## src/core/irp_params.svh

```systemverilog
// timing, layout and reset constants for the ir pulse-distance codec
`ifndef IRP_PARAMS_SVH
`define IRP_PARAMS_SVH

`define IRP_CLK_NS 40
`define IRP_CYC_UP(ns) (((ns) + `IRP_CLK_NS - 1) / `IRP_CLK_NS)
`define IRP_CYC_DN(ns) ((ns) / `IRP_CLK_NS)

`define IRP_BURST_NS 562500
`define IRP_ZERO_SPACE_NS 562500
`define IRP_ONE_SPACE_NS 1687500
`define IRP_LEAD_BURST_NS 9000000
`define IRP_LEAD_SPACE_NS 4500000
`define IRP_CARRIER_HALF_NS 13158
`define IRP_CARRIER_HALF_CYC `IRP_CYC_DN(`IRP_CARRIER_HALF_NS)

`define IRP_FRAME_BITS 32
`define IRP_FIFO_DEPTH 32
`define IRP_WORD_W 16
`define IRP_CNT_W 18

`define IRP_WORD_ADDR_LSB 0
`define IRP_WORD_CMD_LSB 8
`define IRP_FRM_ADDR_LSB 0
`define IRP_FRM_NADDR_LSB 8
`define IRP_FRM_CMD_LSB 16
`define IRP_FRM_NCMD_LSB 24

`define IRP_SEG_RESET 7'h7F

`endif

```

## src/core/irp_pkg.sv

```systemverilog
// state types for the ir pulse-distance codec
package irp_pkg;

  typedef enum logic [5:0] {
    TX_IDLE       = 6'h01,
    TX_LEAD_BURST = 6'h02,
    TX_LEAD_SPACE = 6'h04,
    TX_BIT_BURST  = 6'h08,
    TX_BIT_SPACE  = 6'h10,
    TX_END_BURST  = 6'h20
  } irp_tx_state_t;

  typedef enum logic [2:0] {
    RX_IDLE      = 3'h1,
    RX_LEAD_SEEN = 3'h2,
    RX_BIT_COLL  = 3'h4
  } irp_rx_state_t;

endpackage

```

## src/core/irp_stream_if.sv

```systemverilog
// valid/ready word stream between the codec's own modules
`timescale 1ns/1ps
interface irp_stream_if #(parameter int unsigned W = 16) ();
  logic valid;
  logic ready;
  logic [W-1:0] data;

  modport source (output valid, output data, input ready);
  modport sink (input valid, input data, output ready);
endinterface

```

## src/core/irp_fifo.sv

```systemverilog
// payload fifo with registered read data and flush
`timescale 1ns/1ps
module irp_fifo #(
  parameter int unsigned WIDTH = 16,
  parameter int unsigned DEPTH = 32
) (
  // clock and reset
  input wire logic core_clk,
  input wire logic srst,
  input wire logic flush,
  // streams
  irp_stream_if.sink wr,
  irp_stream_if.source rd
);
  localparam int unsigned AW = $clog2(DEPTH);

  logic [WIDTH-1:0] mem [DEPTH];
  logic [AW-1:0] wp_reg;
  logic [AW-1:0] rp_reg;
  logic [AW:0] cnt_reg;
  logic out_valid_reg;
  logic [WIDTH-1:0] out_data_reg;

  wire full = (cnt_reg == (AW+1)'(DEPTH));
  wire empty = (cnt_reg == '0);
  wire push = wr.valid & ~full;
  // refill the output register when it is free or being taken
  wire load = ~empty & (~out_valid_reg | rd.ready);
  wire [AW:0] cnt_next = cnt_reg + (AW+1)'(push) - (AW+1)'(load);

  assign wr.ready = ~full;
  assign rd.valid = out_valid_reg;
  assign rd.data = out_data_reg;

  always_ff @(posedge core_clk)
  begin
    if (push)
      mem[wp_reg] <= wr.data;
    if (load)
      out_data_reg <= mem[rp_reg];
  end

  // pointers wrap naturally: depth is a power of two
  always_ff @(posedge core_clk)
  begin
    if (srst || flush)
    begin
      wp_reg <= '0;
      rp_reg <= '0;
      cnt_reg <= '0;
      out_valid_reg <= 1'b0;
    end
    else
    begin
      wp_reg <= push ? wp_reg + 1'b1 : wp_reg;
      rp_reg <= load ? rp_reg + 1'b1 : rp_reg;
      cnt_reg <= cnt_next;
      out_valid_reg <= load | (out_valid_reg & ~rd.ready);
    end
  end
endmodule // irp_fifo

```

## src/core/irp_seg7.sv

```systemverilog
// registered hex nibble to seven-segment decoder
`timescale 1ns/1ps
`include "irp_params.svh"
module irp_seg7 #(
  parameter bit ACTIVE_LOW = 1'b1
) (
  // clock and reset
  input wire logic core_clk,
  input wire logic srst,
  // nibble in, segments out (g..a)
  input wire logic [3:0] nibble,
  output logic [6:0] seg
);
  logic [6:0] pat;

  always_comb
  begin
    unique case (nibble)
      4'h0: pat = 7'h3F;
      4'h1: pat = 7'h06;
      4'h2: pat = 7'h5B;
      4'h3: pat = 7'h4F;
      4'h4: pat = 7'h66;
      4'h5: pat = 7'h6D;
      4'h6: pat = 7'h7D;
      4'h7: pat = 7'h07;
      4'h8: pat = 7'h7F;
      4'h9: pat = 7'h6F;
      4'hA: pat = 7'h77;
      4'hB: pat = 7'h7C;
      4'hC: pat = 7'h39;
      4'hD: pat = 7'h5E;
      4'hE: pat = 7'h79;
      4'hF: pat = 7'h71;
    endcase
  end

  always_ff @(posedge core_clk)
  begin
    if (srst)
      seg <= `IRP_SEG_RESET;
    else
      seg <= ACTIVE_LOW ? ~pat : pat;
  end
endmodule // irp_seg7

```

## src/core/irp_codec.sv

```systemverilog
// ir pulse-distance transmitter and receiver with hex display
// What this block does
// - takes 8-bit address and command payload
// - transmit timing counted in core clock cycles
// - fixed burst, bit value in space length
// - 562.5us bursts toggling at 38kHz carrier
// - zero: burst plus 562.5us space
// - one: burst plus 1.6875ms space
// - frame opens with 9ms burst, 4.5ms space
// - each byte sent true then inverted
// - final 562.5us burst ends the frame
// - every frame has identical total length
// - held button streams pattern frames, release stops
// - receive input is inverted: burst reads low
// - idle to lead-seen on a lead burst of at least 3/4 length
// - lead-seen to bit-collect on address start
// - received bits shifted into display register
// - receive widths measured in core clock cycles
// - digits show inverted command, address, command
`timescale 1ns/1ps
`include "irp_params.svh"
module irp_codec #(
  parameter int unsigned BURST_CYC = `IRP_CYC_UP(`IRP_BURST_NS),
  parameter int unsigned ZERO_SPACE_CYC = `IRP_CYC_UP(`IRP_ZERO_SPACE_NS),
  parameter int unsigned ONE_SPACE_CYC = `IRP_CYC_UP(`IRP_ONE_SPACE_NS),
  parameter int unsigned LEAD_BURST_CYC = `IRP_CYC_UP(`IRP_LEAD_BURST_NS),
  parameter int unsigned LEAD_SPACE_CYC = `IRP_CYC_UP(`IRP_LEAD_SPACE_NS),
  parameter int unsigned CAR_HALF_CYC = `IRP_CARRIER_HALF_CYC,
  parameter int unsigned FIFO_DEPTH = `IRP_FIFO_DEPTH
) (
  // clock and reset
  input wire logic core_clk,
  input wire logic srst,
  // transmit payload and control
  input wire logic [7:0] tx_addr,
  input wire logic [7:0] tx_cmd,
  input wire logic transmit_hold_button,
  // emitter and receiver pins
  output logic ir_tx_out,
  input wire logic ir_rx_in,
  // receive status and displays
  output logic rx_frame_done,
  output logic [6:0] digit_display_0,
  output logic [6:0] digit_display_1,
  output logic [6:0] digit_display_2,
  output logic [6:0] digit_display_3,
  output logic [6:0] digit_display_4,
  output logic [6:0] digit_display_5
);
  localparam int CW = `IRP_CNT_W;
  localparam int NB = `IRP_FRAME_BITS;
  localparam logic [CW-1:0] BURST_LAST = CW'(BURST_CYC - 1);
  localparam logic [CW-1:0] ZERO_LAST = CW'(ZERO_SPACE_CYC - 1);
  localparam logic [CW-1:0] ONE_LAST = CW'(ONE_SPACE_CYC - 1);
  localparam logic [CW-1:0] LEADB_LAST = CW'(LEAD_BURST_CYC - 1);
  localparam logic [CW-1:0] LEADS_LAST = CW'(LEAD_SPACE_CYC - 1);
  localparam logic [CW-1:0] CAR_LAST = CW'(CAR_HALF_CYC - 1);
  localparam logic [CW-1:0] LEAD_LOW_MIN = CW'(LEAD_BURST_CYC * 3 / 4);
  localparam logic [CW-1:0] LEAD_HIGH_MIN = CW'(LEAD_SPACE_CYC * 3 / 4);
  localparam logic [CW-1:0] BIT_MID = CW'((ZERO_SPACE_CYC + ONE_SPACE_CYC) / 2);
  localparam logic [CW-1:0] BIT_HIGH_MAX = CW'(ONE_SPACE_CYC * 2);
  localparam logic [CW-1:0] BURST_LOW_MAX = CW'(BURST_CYC * 2);
  localparam logic [CW-1:0] LEAD_HIGH_MAX = CW'(LEAD_SPACE_CYC * 2);
  localparam int unsigned FRAME_LAST = LEAD_BURST_CYC + LEAD_SPACE_CYC
    + (NB + 1) * BURST_CYC + (NB / 2) * (ZERO_SPACE_CYC + ONE_SPACE_CYC) - 1;

  // ---------------- test pattern source into the fifo
  irp_stream_if #(.W(`IRP_WORD_W)) pat_if ();
  irp_stream_if #(.W(`IRP_WORD_W)) txq_if ();
  logic [7:0] pat_cnt_reg;
  wire pat_take = pat_if.valid & pat_if.ready;

  assign pat_if.valid = transmit_hold_button;
  assign pat_if.data = {tx_cmd + pat_cnt_reg, tx_addr};

  always_ff @(posedge core_clk)
  begin
    if (srst)
      pat_cnt_reg <= 8'h00;
    else if (pat_take)
      pat_cnt_reg <= pat_cnt_reg + 8'h01;
  end

  // queued frames are dropped once the button is let go
  irp_fifo #(.WIDTH(`IRP_WORD_W), .DEPTH(FIFO_DEPTH)) u_fifo (
    .core_clk(core_clk),
    .srst(srst),
    .flush(~transmit_hold_button),
    .wr(pat_if),
    .rd(txq_if)
  );

  // ---------------- transmitter
  irp_pkg::irp_tx_state_t tx_state_reg;
  irp_pkg::irp_tx_state_t tx_state_next;
  logic [CW-1:0] tx_cnt_reg;
  logic [NB-1:0] tx_sh_reg;
  logic [4:0] tx_bit_reg;
  logic [CW-1:0] car_cnt_reg;
  logic car_reg;
  logic [31:0] frm_cnt_reg;

  wire [7:0] q_addr = txq_if.data[`IRP_WORD_ADDR_LSB +: 8];
  wire [7:0] q_cmd = txq_if.data[`IRP_WORD_CMD_LSB +: 8];
  wire [NB-1:0] tx_frame = {~q_cmd, q_cmd, ~q_addr, q_addr};
  wire tx_start = transmit_hold_button & txq_if.valid;
  wire tx_in_burst = (tx_state_reg == irp_pkg::TX_LEAD_BURST)
    | (tx_state_reg == irp_pkg::TX_BIT_BURST)
    | (tx_state_reg == irp_pkg::TX_END_BURST);
  wire [CW-1:0] tx_space_last = tx_sh_reg[0] ? ONE_LAST : ZERO_LAST;
  wire [CW-1:0] tx_limit =
    (tx_state_reg == irp_pkg::TX_LEAD_BURST) ? LEADB_LAST :
    (tx_state_reg == irp_pkg::TX_LEAD_SPACE) ? LEADS_LAST :
    (tx_state_reg == irp_pkg::TX_BIT_SPACE) ? tx_space_last : BURST_LAST;
  wire tx_end = (tx_cnt_reg == tx_limit);
  wire tx_last_bit = (tx_bit_reg == 5'(NB - 1));
  wire car_tick = (car_cnt_reg == CAR_LAST);

  assign txq_if.ready = (tx_state_reg == irp_pkg::TX_IDLE) & transmit_hold_button;

  always_comb
  begin
    tx_state_next = tx_state_reg;
    unique case (tx_state_reg)
      irp_pkg::TX_IDLE:
        if (tx_start)
          tx_state_next = irp_pkg::TX_LEAD_BURST;
      irp_pkg::TX_LEAD_BURST:
        if (tx_end)
          tx_state_next = irp_pkg::TX_LEAD_SPACE;
      irp_pkg::TX_LEAD_SPACE:
        if (tx_end)
          tx_state_next = irp_pkg::TX_BIT_BURST;
      irp_pkg::TX_BIT_BURST:
        if (tx_end)
          tx_state_next = irp_pkg::TX_BIT_SPACE;
      irp_pkg::TX_BIT_SPACE:
        if (tx_end)
          tx_state_next = tx_last_bit ? irp_pkg::TX_END_BURST : irp_pkg::TX_BIT_BURST;
      irp_pkg::TX_END_BURST:
        if (tx_end)
          tx_state_next = irp_pkg::TX_IDLE;
      default:
        tx_state_next = irp_pkg::TX_IDLE;
    endcase
  end

  wire tx_move = (tx_state_next != tx_state_reg);
  wire tx_shift = (tx_state_reg == irp_pkg::TX_BIT_SPACE) & tx_end;
  wire [NB-1:0] tx_sh_next = (tx_state_reg == irp_pkg::TX_IDLE) ? tx_frame :
    tx_shift ? {1'b0, tx_sh_reg[NB-1:1]} : tx_sh_reg;

  always_ff @(posedge core_clk)
  begin
    if (srst)
    begin
      tx_state_reg <= irp_pkg::TX_IDLE;
      tx_cnt_reg <= '0;
      tx_sh_reg <= '0;
      tx_bit_reg <= '0;
    end
    else
    begin
      tx_state_reg <= tx_state_next;
      tx_cnt_reg <= tx_move ? '0 : tx_cnt_reg + 1'b1;
      tx_sh_reg <= tx_sh_next;
      tx_bit_reg <= (tx_state_reg == irp_pkg::TX_IDLE) ? 5'h00 : tx_bit_reg + 5'(tx_shift);
    end
  end

  // carrier restarts high at every burst so each burst has the same shape
  always_ff @(posedge core_clk)
  begin
    if (srst || !tx_in_burst)
    begin
      car_cnt_reg <= '0;
      car_reg <= 1'b1;
    end
    else
    begin
      car_cnt_reg <= car_tick ? '0 : car_cnt_reg + 1'b1;
      car_reg <= car_reg ^ car_tick;
    end
  end

  always_ff @(posedge core_clk)
  begin
    if (srst)
    begin
      ir_tx_out <= 1'b0;
      frm_cnt_reg <= '0;
    end
    else
    begin
      ir_tx_out <= tx_in_burst & car_reg;
      frm_cnt_reg <= (tx_state_reg == irp_pkg::TX_IDLE) ? 32'h0 : frm_cnt_reg + 32'h1;
    end
  end

  // ---------------- receiver: low on the pin is carrier present
  irp_pkg::irp_rx_state_t rx_state_reg;
  irp_pkg::irp_rx_state_t rx_state_next;
  logic rx_q_reg;
  logic [CW-1:0] run_reg;
  logic [NB-1:0] rx_sh_reg;
  logic [5:0] rx_bit_reg;
  logic [NB-1:0] disp_reg;

  wire rx_rise = ir_rx_in & ~rx_q_reg;
  wire rx_fall = ~ir_rx_in & rx_q_reg;
  wire lead_ok = rx_rise & (run_reg >= LEAD_LOW_MIN);
  wire addr_ok = rx_fall & (run_reg >= LEAD_HIGH_MIN);
  wire bit_val = (run_reg >= BIT_MID);
  wire rx_bad = (rx_rise & (run_reg > BURST_LOW_MAX))
    | (rx_q_reg & (run_reg > BIT_HIGH_MAX));
  wire rx_got_bit = (rx_state_reg == irp_pkg::RX_BIT_COLL) & rx_fall & ~rx_bad;
  wire rx_done = rx_got_bit & (rx_bit_reg == 6'(NB - 1));
  wire run_sat = &run_reg;
  // lead space outlasts a bit space, so it gets its own upper bound
  wire lead_bad = rx_q_reg & (run_reg > LEAD_HIGH_MAX);

  always_comb
  begin
    rx_state_next = rx_state_reg;
    unique case (rx_state_reg)
      irp_pkg::RX_IDLE:
        if (lead_ok)
          rx_state_next = irp_pkg::RX_LEAD_SEEN;
      irp_pkg::RX_LEAD_SEEN:
        if (addr_ok)
          rx_state_next = irp_pkg::RX_BIT_COLL;
        else if (rx_fall || lead_bad)
          rx_state_next = irp_pkg::RX_IDLE;
      irp_pkg::RX_BIT_COLL:
        if (rx_bad || rx_done)
          rx_state_next = irp_pkg::RX_IDLE;
      default:
        rx_state_next = irp_pkg::RX_IDLE;
    endcase
  end

  always_ff @(posedge core_clk)
  begin
    if (srst)
    begin
      rx_state_reg <= irp_pkg::RX_IDLE;
      rx_q_reg <= 1'b1;
      run_reg <= '0;
      rx_sh_reg <= '0;
      rx_bit_reg <= '0;
    end
    else
    begin
      rx_state_reg <= rx_state_next;
      rx_q_reg <= ir_rx_in;
      run_reg <= (rx_rise | rx_fall) ? '0 : (run_sat ? run_reg : run_reg + 1'b1);
      if (rx_got_bit)
        rx_sh_reg <= {bit_val, rx_sh_reg[NB-1:1]};
      rx_bit_reg <= (rx_state_reg != irp_pkg::RX_BIT_COLL) ? 6'h00 : rx_bit_reg + 6'(rx_got_bit);
    end
  end

  always_ff @(posedge core_clk)
  begin
    if (srst)
    begin
      disp_reg <= '0;
      rx_frame_done <= 1'b0;
    end
    else
    begin
      rx_frame_done <= rx_done;
      if (rx_done)
        disp_reg <= {bit_val, rx_sh_reg[NB-1:1]};
    end
  end

  // ---------------- displays: digit 0 is least significant
  wire [23:0] disp_nib = {disp_reg[`IRP_FRM_NCMD_LSB +: 8],
    disp_reg[`IRP_FRM_ADDR_LSB +: 8], disp_reg[`IRP_FRM_CMD_LSB +: 8]};
  logic [6:0] seg_arr [6];

  for (genvar i = 0; i < 6; i++)
  begin : g_digit
    irp_seg7 #(.ACTIVE_LOW(1'b1)) u_seg (
      .core_clk(core_clk),
      .srst(srst),
      .nibble(disp_nib[4*i +: 4]),
      .seg(seg_arr[i])
    );
  end

  assign digit_display_0 = seg_arr[0];
  assign digit_display_1 = seg_arr[1];
  assign digit_display_2 = seg_arr[2];
  assign digit_display_3 = seg_arr[3];
  assign digit_display_4 = seg_arr[4];
  assign digit_display_5 = seg_arr[5];

  // ---------------- checks
  tx_carrier_gate_a: assert property (@(posedge core_clk) disable iff (srst)
    ir_tx_out |-> $past(tx_in_burst))
    else $error("emitter active outside a burst");

  tx_lead_len_a: assert property (@(posedge core_clk) disable iff (srst)
    $rose(tx_state_reg == irp_pkg::TX_LEAD_SPACE) |-> $past(tx_cnt_reg) == LEADB_LAST)
    else $error("lead burst length wrong");

  tx_bit_space_a: assert property (@(posedge core_clk) disable iff (srst)
    (tx_state_reg == irp_pkg::TX_BIT_SPACE) && tx_end
    |-> tx_cnt_reg == (tx_sh_reg[0] ? ONE_LAST : ZERO_LAST))
    else $error("bit space length wrong");

  tx_burst_len_a: assert property (@(posedge core_clk) disable iff (srst)
    $fell(tx_state_reg == irp_pkg::TX_BIT_BURST) |-> $past(tx_cnt_reg) == BURST_LAST)
    else $error("bit burst length wrong");

  tx_end_burst_a: assert property (@(posedge core_clk) disable iff (srst)
    $rose(tx_state_reg == irp_pkg::TX_END_BURST) |-> $past(tx_bit_reg) == 5'(NB - 1))
    else $error("end burst before all bits");

  tx_byte_pair_a: assert property (@(posedge core_clk) disable iff (srst)
    $rose(tx_state_reg == irp_pkg::TX_LEAD_BURST)
    |-> tx_sh_reg[15:8] == ~tx_sh_reg[7:0] && tx_sh_reg[31:24] == ~tx_sh_reg[23:16])
    else $error("inverse byte not paired");

  tx_frame_len_a: assert property (@(posedge core_clk) disable iff (srst)
    (tx_state_reg == irp_pkg::TX_END_BURST) && tx_end |-> frm_cnt_reg == 32'(FRAME_LAST))
    else $error("frame length not constant");

  tx_release_stop_a: assert property (@(posedge core_clk) disable iff (srst)
    !transmit_hold_button && tx_state_reg == irp_pkg::TX_IDLE
    |=> tx_state_reg == irp_pkg::TX_IDLE)
    else $error("frame started without button");

  rx_lead_enter_a: assert property (@(posedge core_clk) disable iff (srst)
    $changed(rx_state_reg) && rx_state_reg != irp_pkg::RX_IDLE
    |-> $past(lead_ok) || $past(addr_ok))
    else $error("receive state left idle without a code");

  rx_frame_show_a: assert property (@(posedge core_clk) disable iff (srst)
    rx_frame_done |=> $changed(digit_display_0) || disp_nib[3:0] == $past(disp_nib[3:0], 2))
    else $error("display not fed from received frame");
endmodule // irp_codec

```

## config.mk

```make
export PLATFORM = sky130hd
export DESIGN_NAME = irp_codec
export DESIGN_NICKNAME = d
export VERILOG_FILES = /design/src/core/irp_pkg.sv /design/src/core/irp_stream_if.sv /design/src/core/irp_fifo.sv /design/src/core/irp_seg7.sv /design/src/core/irp_codec.sv
export VERILOG_INCLUDE_DIRS = /design/src /design/src/core
export SDC_FILE = /design/constraint.sdc
export NUM_CORES = 1
export LEC_CHECK = 0
export BUFFER_PORTS_ARGS = -buffer_cell sky130_fd_sc_hd__buf_2
export CORE_MARGIN = 8
export CORE_UTILIZATION = 45
export CTS_BUF_LIST = sky130_fd_sc_hd__clkbuf_4
export DETAILED_ROUTE_END_ITERATION = 16
export GPL_TIMING_DRIVEN = 0
export PLACE_DENSITY_LB_ADDON = 0.25
export SLEW_MARGIN = 10
export SYNTH_ARGS = -nofsm -noshare
export SYNTH_HDL_FRONTEND = slang
export SYNTH_HIERARCHICAL = 1
export SYNTH_SLANG_ARGS = --single-unit
```

## constraint.sdc

```tcl
create_clock -name core_clk -period 7.1 [get_ports core_clk]
set_input_delay 0 -clock core_clk [delete_from_list [all_inputs] [get_ports core_clk]]
set_output_delay 0 -clock core_clk [all_outputs]
set_load 0.02 [all_outputs]
```

==> metrics.cfg, run 1 <==
[run_status]
status = finished, final reports clean

[setup_path]
crit_path_end_kind = register
cpPeakStageDelay_ps = 580
slowest_stage = nor4_2
crit_arrival_ps = 4570
crit_fanout = 10
path_class = register to register
required_ps = 7980
worstPathCellList = clkbuf_1 -> nor4_2 -> nand3b_1 -> nor2_1 -> nor2b_1 -> nor2_2 -> ha_1 -> inv_1 -> ha_1 -> inv_1 -> fa_1 -> nand2b_1 -> a21oi_1 -> o21a_1 -> nor3_1
start_kind = register

[routing]
drc = 0
dr.first_iter.drc_count = 1555
vias = 19400
dr.pass1.iters = 5
met2_length_um = 35800
wl_met1_um = 30700
routed_wl_um = 72900
via_per_inst = 5.46
antenna_left = 0
top_layer_used = met4
wl_met3_um = 4850
wl_per_cell_um = 20.5

[yosys]
ys_seq_elements = 760
synth.largest_area_cell = edfxtp_1
async_reset_ff_frac = 0
synth_top_flop_cell = edfxtp_1
synth_cell_types = 85
syn_nets = 2242
synthMostInstantiatedCell = edfxtp_1
synthTopCellsByCount = edfxtp_1 (528), dfxtp_1 (232), nor2_1 (208)
synth-warning-count = 6
synth_top_area_share = 0.501
netlist_instances = 2150
synth_edf_count = 528
yosysSeqAreaShare = 0.648
synth.area.top_cells = edfxtp_1 (50%), dfxtp_1 (15%), mux2i_1 (5.3%)
syn_avg_cell_area_um2 = 14.7
mappedNetlistArea_um2 = 31600

[sta]
slew-limit-headroom = 0.159
finalHoldViolations = 0
worst_hold_slack_ps = 78.7
min_period_over_period = 0.520
setup_viol = 0
worstMarginPinSlew_ps = 1240
max_clock_freq_ghz = 0.271
fin_crit_ps = 3690
setup_ws_ps = 3410
rsz0062_at_grt = no
skew_ps = 60.1
maxSlewViolCount = 0
setup_tns_ps = 0

[floorplan]
io_pins = 64
dieArea_um2 = 79100
core_area_um2 = 69800
rows = 97
die_h_um = 281
die_w_um = 281
start_util = 0.453

[cts]
clkTransAtPathRegs_ps = 70
postCtsHoldBufs = 32
numCtsBuffers = 187
htreeDepth = 4
cts_tree = done
clockBufferDepth = 3
cts_setup_buffers = 0
clk_latency_ps = 1040
clockRootBuffer = clkbuf_4
cts_sinks = 760
cts_resized = 0

[placed_design]
gp_congestion = 0.874
io_buffers = 63
place_ws_ps = 3460
dp_hpwl_um = 49600
place_area_um2 = 33900

[global_route]
antenna_found_initial = 2
grt_pass1_wl_um = 112000
grt_pass1_vias = 19500
grt_overflow = 0
grt_max_degree = 49
grtUsageTotal = 0.184

[job]
cap_viol_max_count = 0

[power_and_ir_drop]
peakVddDrop_uv = 194
power_density_nw_per_um2 = 285
p_leak_nw = 12.6

[final_layout]
final_core_util = 0.523
num-nets-final = 2572
drive_gt1_frac = 0.234
final_area_um2 = 36500
largest_reg_flops = 512
area_delta_synth_final_pct = 15.4
fill_cells = 5835

[hold_path]
min-delay-path-class = input pin to register

-- cell type report --
class,instances,area (um^2),area share
inverter,66,248,0.00678
sequential,760,20500,0.561
buffer,115,634,0.0174
clock buffer,281,2110,0.0577
tap,940,1180,0.0322
multi-input combinational,1209,10400,0.285
timing repair buffer,141,1190,0.0327
antenna,9,22.5,0.000617
clock inverter,36,221,0.00606
-- metal layers --
layer,GRT usage,vias to the layer above
li1,-,9035
met1,0.237,9646
met2,0.307,657
met3,0.0405,98
met4,0.0660,0
met5,0,-
-- critical path, delay by kind of cell (launching register included) --
kind	cells	cell delay, ps
fa+ha+maj	3	820
buf+inv	3	350
compound gates	2	370
flops	1	320
simple gates	7	1740
-- power breakdown --
| part | switching, mW | internal (mW) |
|---|---|---|
| Sequential | 0.102 | 5.01 |
| Combinational | 0.995 | 0.752 |
| Clock | 1.70 | 1.84 |
-- stage by stage --
| step | std cells | power, mW |
|---|---|---|
| 3_3_place_gp | 3153 | 6.85 |
| 5_1_grt | 3555 | 10.9 |
| 3_5_place_dp | 3199 | 6.94 |
| 4_1_cts | 3548 | 10.5 |
| 6_report | 3557 | 10.4 |
| 2_1_floorplan | 2150 | 6.35 |
-- path summary, 6_finish.rpt --
path                              startpoint                            to  slack, ps  cells past startpoint
hold reg to reg    car_cnt_reg[0]$_SDFF_PP0_     car_cnt_reg[0]$_SDFF_PP0_        440                      1
setup / recovery  tx_state_reg[2]$_SDFF_PP0_  u_fifo/cnt_reg[4]$_SDFF_PP0_       3410                     15
hold / removal                    tx_addr[4]    u_fifo/mem[5][4]$_DFFE_PP_         80                      2
setup reg to reg  tx_state_reg[2]$_SDFF_PP0_  u_fifo/cnt_reg[4]$_SDFF_PP0_       3410                     15
-- cell families (layout without fill, tap and decap cells) --
| logic type | after synthesis | after routing | share of synthesized area |
|---|---|---|---|
| adders and majority gates | 73 | 73 | 0.0293 |
| buffers and inverters | 181 | 639 | 0.0279 |
| other | 0 | 9 | 0 |
| muxes | 272 | 272 | 0.127 |
| DFF | 760 | 760 | 0.648 |
| and+or+nand+nor | 490 | 490 | 0.0781 |
| xor gates and xnor gates | 75 | 75 | 0.0208 |
| AOI/OAI and AO/OA | 299 | 299 | 0.0692 |
-- cell usage in the layout, fill, tap and decap left out, types with 38 or more instances in the layout --
cell type and n:
a21oi_1 57, buf_2 81, clkbuf_1 66, clkbuf_4 281, dfxtp_1 232, edfxtp_1 528
ha_1 69, inv_1 65, mux2i_1 169, mux4_2 73, nand2_1 69, nand3_1 40
nor2_1 182, xor2_1 38
Power figures use the tool's default switching activity.
==> run 2, diff against run 1 <==
- ABC_AREA: default -> 1
- clock period: 7.1 -> 3.5 ns (I/O delays scaled with it)
==> run 2 against run 1 <==
Combinational power increased to 3.2 times the previous value; area after synthesis increased by 7.7%; final area increased by 6.6%; cell count increased by 43%; fmax increased by 8.8%; sequential power increased by 110%; first-iteration DRC count increased by 36%; hold slack improved by 81 ps; clock power increased by 110%; critical endpoint is now u_fifo/mem[21][14]$_DFFE_PP_; via count increased by 33%; synthesized cell count increased by 69%.
==> metrics.cfg, run 2 <==
[run_status]
status = finished, final reports clean

[floorplan]
rows = 101  ; +4.1%
core_area_um2 = 75400  ; +8.1%
dieArea_um2 = 84800  ; +7.3%
start_util = 0.452  ; -0.00170
die_h_um = 291  ; +3.6%
die_w_um = 291  ; +3.6%
io_pins = 64  ; unchanged

[yosys]
synth-xor-area-share = 0.0113  ; -0.00945
syn_nets = 3736  ; +67%
mappedNetlistArea_um2 = 34100  ; +7.7%
ys_seq_elements = 760  ; unchanged
synth.area.top_cells = edfxtp_1 (47%), dfxtp_1 (14%), nand2_1 (11%)
synthMostInstantiatedCell = nand2_1
synth_top_family_by_area = simple AND/OR/NAND/NOR gates
synthTopCellsByCount = nand2_1 (997), edfxtp_1 (528), nand3_1 (489)
synth_top_flop_cell = edfxtp_1
yosysSeqAreaShare = 0.601  ; -0.0463
synth.largest_area_cell = edfxtp_1
synth_compound_area_frac = 0.0502  ; -0.0189
async_reset_ff_frac = 0  ; unchanged
synth-simple-area-share = 0.231  ; +0.152
synth_top_area_share = 0.465  ; -0.0358
synth-warning-count = 6  ; unchanged
synth_fa_ha_area_frac = 0.0269  ; -0.00239
syn_avg_cell_area_um2 = 9.35  ; -36%
synth_cell_types = 49  ; -42%
synth_edf_count = 528  ; unchanged
netlist_instances = 3644  ; +69%
synth_mux_area_frac = 0  ; -0.127

[cts]
clk_latency_ps = 1010  ; -30 ps
cts_sinks = 760  ; unchanged
numCtsBuffers = 195  ; +4.3%
clkTransAtPathRegs_ps = 70  ; about the same
cts_tree = done
clockRootBuffer = clkbuf_4
htreeDepth = 4  ; unchanged
clockBufferDepth = 3  ; unchanged

[global_route]
grt_pass1_wl_um = 136000  ; +22%
antenna_found_initial = 2  ; unchanged
grt_max_degree = 33  ; -33%
grt_overflow = 0  ; unchanged
grtUsageTotal = 0.203  ; +0.0191
grt_pass1_vias = 24900  ; +28%

[final_layout]
area_delta_synth_final_pct = 14.3
final_cells = 5083  ; +43%
final_core_util = 0.516  ; -0.00710
mostFrequentLayoutCell = nand2_1
drive_gt1_frac = 0.149  ; -0.0849
final_cell_mix = nand2_1 (996), edfxtp_1 (528), nand3_1 (489)
num-nets-final = 4051  ; +58%
fill_cells = 6935  ; +19%
largest_reg_flops = 512  ; unchanged

[sta]
setup_tns_ps = 0  ; unchanged
worstMarginPinSlew_ps = 967  ; -277 ps
finalHoldViolations = 0  ; unchanged
fin_crit_ps = 3390  ; -298 ps
max_clock_freq_ghz = 0.295  ; +8.8%
maxSlewViolCount = 0  ; unchanged
min_period_over_period = 0.970  ; +0.450
slew-limit-headroom = 0.355  ; +0.196
setup_viol = 0  ; unchanged
skew_ps = 58.5  ; -1.57 ps

[power_and_ir_drop]
swShare = 0.334  ; +0.0648
power_frac_seq = 0.447  ; -0.045
peakVddDrop_uv = 342  ; +76%
p_clk_frac = 0.314  ; -0.026
power_density_nw_per_um2 = 601  ; +110%
p_switching_mw = 7.82  ; +180%
p_leak_nw = 15.9  ; +26%
comb_power_share = 0.239  ; +0.071
p_int_mw = 15.6  ; +110%

[setup_path]
required_ps = 4270  ; -3710 ps
cpPeakStageDelay_ps = 770  ; +190 ps
start_kind = register
critPathTopFamily = compound AO/OA/AOI/OAI gates
worstPathCellList = ha_2 -> inv_1 -> fa_1 -> o21ai_0 -> a21oi_1 -> o21ai_0 -> xor2_4 -> dlygate4sd3_1
crit_fanout = 4  ; -6
slowest_stage = dlygate4sd3_1
crit_path_end_kind = register
crit_buf_inv = 2  ; -1
crit_arrival_ps = 4170  ; -400 ps
crit_top_cell = o21ai_0
reg2reg_slack_ps = 110  ; -3300 ps
path_class = register to register

[routing]
wl_per_cell_um = 17.2  ; -16%
dr.pass1.iters = 5  ; unchanged
dr.first_iter.drc_count = 2114  ; +36%
routed_wl_um = 87400  ; +20%
vias = 25800  ; +33%
drc = 0  ; unchanged
antenna_left = 0  ; unchanged
via_per_inst = 5.07  ; -7.2%

[placed_design]
gp_congestion = 0.881  ; +0.79%
dp_hpwl_um = 59400  ; +20%
place_inst = 4715  ; +47%
io_buffers = 63  ; unchanged

[hold_path]
min-delay-path-class = input pin to register

[job]
cap_viol_max_count = 0  ; unchanged

-- run 2: routing by layer --
layer  vias up  part of all wire  track usage  wire [um]
met5         -                 0            0          0
met4         0             0.027       0.0769       2380
met3       171             0.068       0.0474       5910
met2       831              0.48        0.346      42200
met1     12000              0.42        0.251      36900
li1      12700                 -            -          -
-- run 2: path summary, 6_finish.rpt --
path	start	to	cells past startpoint
worst min-delay path	tx_addr[0]	u_fifo/mem[11][0]$_DFFE_PP_	2
worst min register to register	car_cnt_reg[0]$_SDFF_PP0_	car_cnt_reg[0]$_SDFF_PP0_	1
worst max-delay path	pat_cnt_reg[0]$_SDFFE_PP0P_	u_fifo/mem[21][14]$_DFFE_PP_	8
worst max register to register	pat_cnt_reg[0]$_SDFFE_PP0P_	u_fifo/mem[21][14]$_DFFE_PP_	8
-- run 2: cell families after synthesis --
kind of cell,after synthesis
buffers and inverters,653
AND/OR/NAND/NOR,1804
XOR/XNOR,44
AO/OA/AOI/OAI,311
adder cells (fa/ha/maj),72
flip-flops,760
-- run 2: area by class of cell --
| type | instances | area [um^2] | share of cell area |
|---|---|---|---|
| clock buffer | 291 | 2180 | 0.0561 |
| tap | 978 | 1220 | 0.0314 |
| sequential | 760 | 20500 | 0.526 |
| multi-input combinational | 2231 | 11100 | 0.285 |
| timing repair buffer | 118 | 1010 | 0.0258 |
| clock inverter | 43 | 220 | 0.00565 |
| inverter | 497 | 1920 | 0.0492 |
| antenna | 9 | 22.5 | 0.000578 |
| timing repair inverter | 1 | 5.00 | 0.000128 |
| buffer | 155 | 795 | 0.0204 |
-- run 2: what timing repair did --
item                       in CTS  in global routing
cloned                          1                  0
resized for setup               3                  4
setup endpoints to repair       6                  1
hold buffers                   24                  0
setup buffers                   1                  0
hold endpoints to repair      685                  0
-- run 2: power groups by stage --
stage | clock (mW) | sequential [mW] | combinational [mW]
floorplan | 0 | 10.6 | 3.38
finish | 7.35 | 10.5 | 5.61
global route | 8.03 | 10.5 | 6.16
global placement | 0 | 10.7 | 5.28
CTS | 7.58 | 10.5 | 5.54
detailed placement | 0 | 10.7 | 5.41
-- run 2: through the flow --
step / power, mW / worst slack [ps] / instance area (um^2) / hold WS [ps]
6_report: 23.4 / 106 / 39000 / 160
3_5_place_dp: 16.1 / -857 / 36200 / 277
2_1_floorplan: 14.0 / 42.4 / 34100 / 80.3
5_1_grt: 24.7 / -0.748 / 38900 / 116
4_1_cts: 23.6 / 129 / 38900 / 48.9
3_3_place_gp: 16.0 / -1190 / 35600 / 265
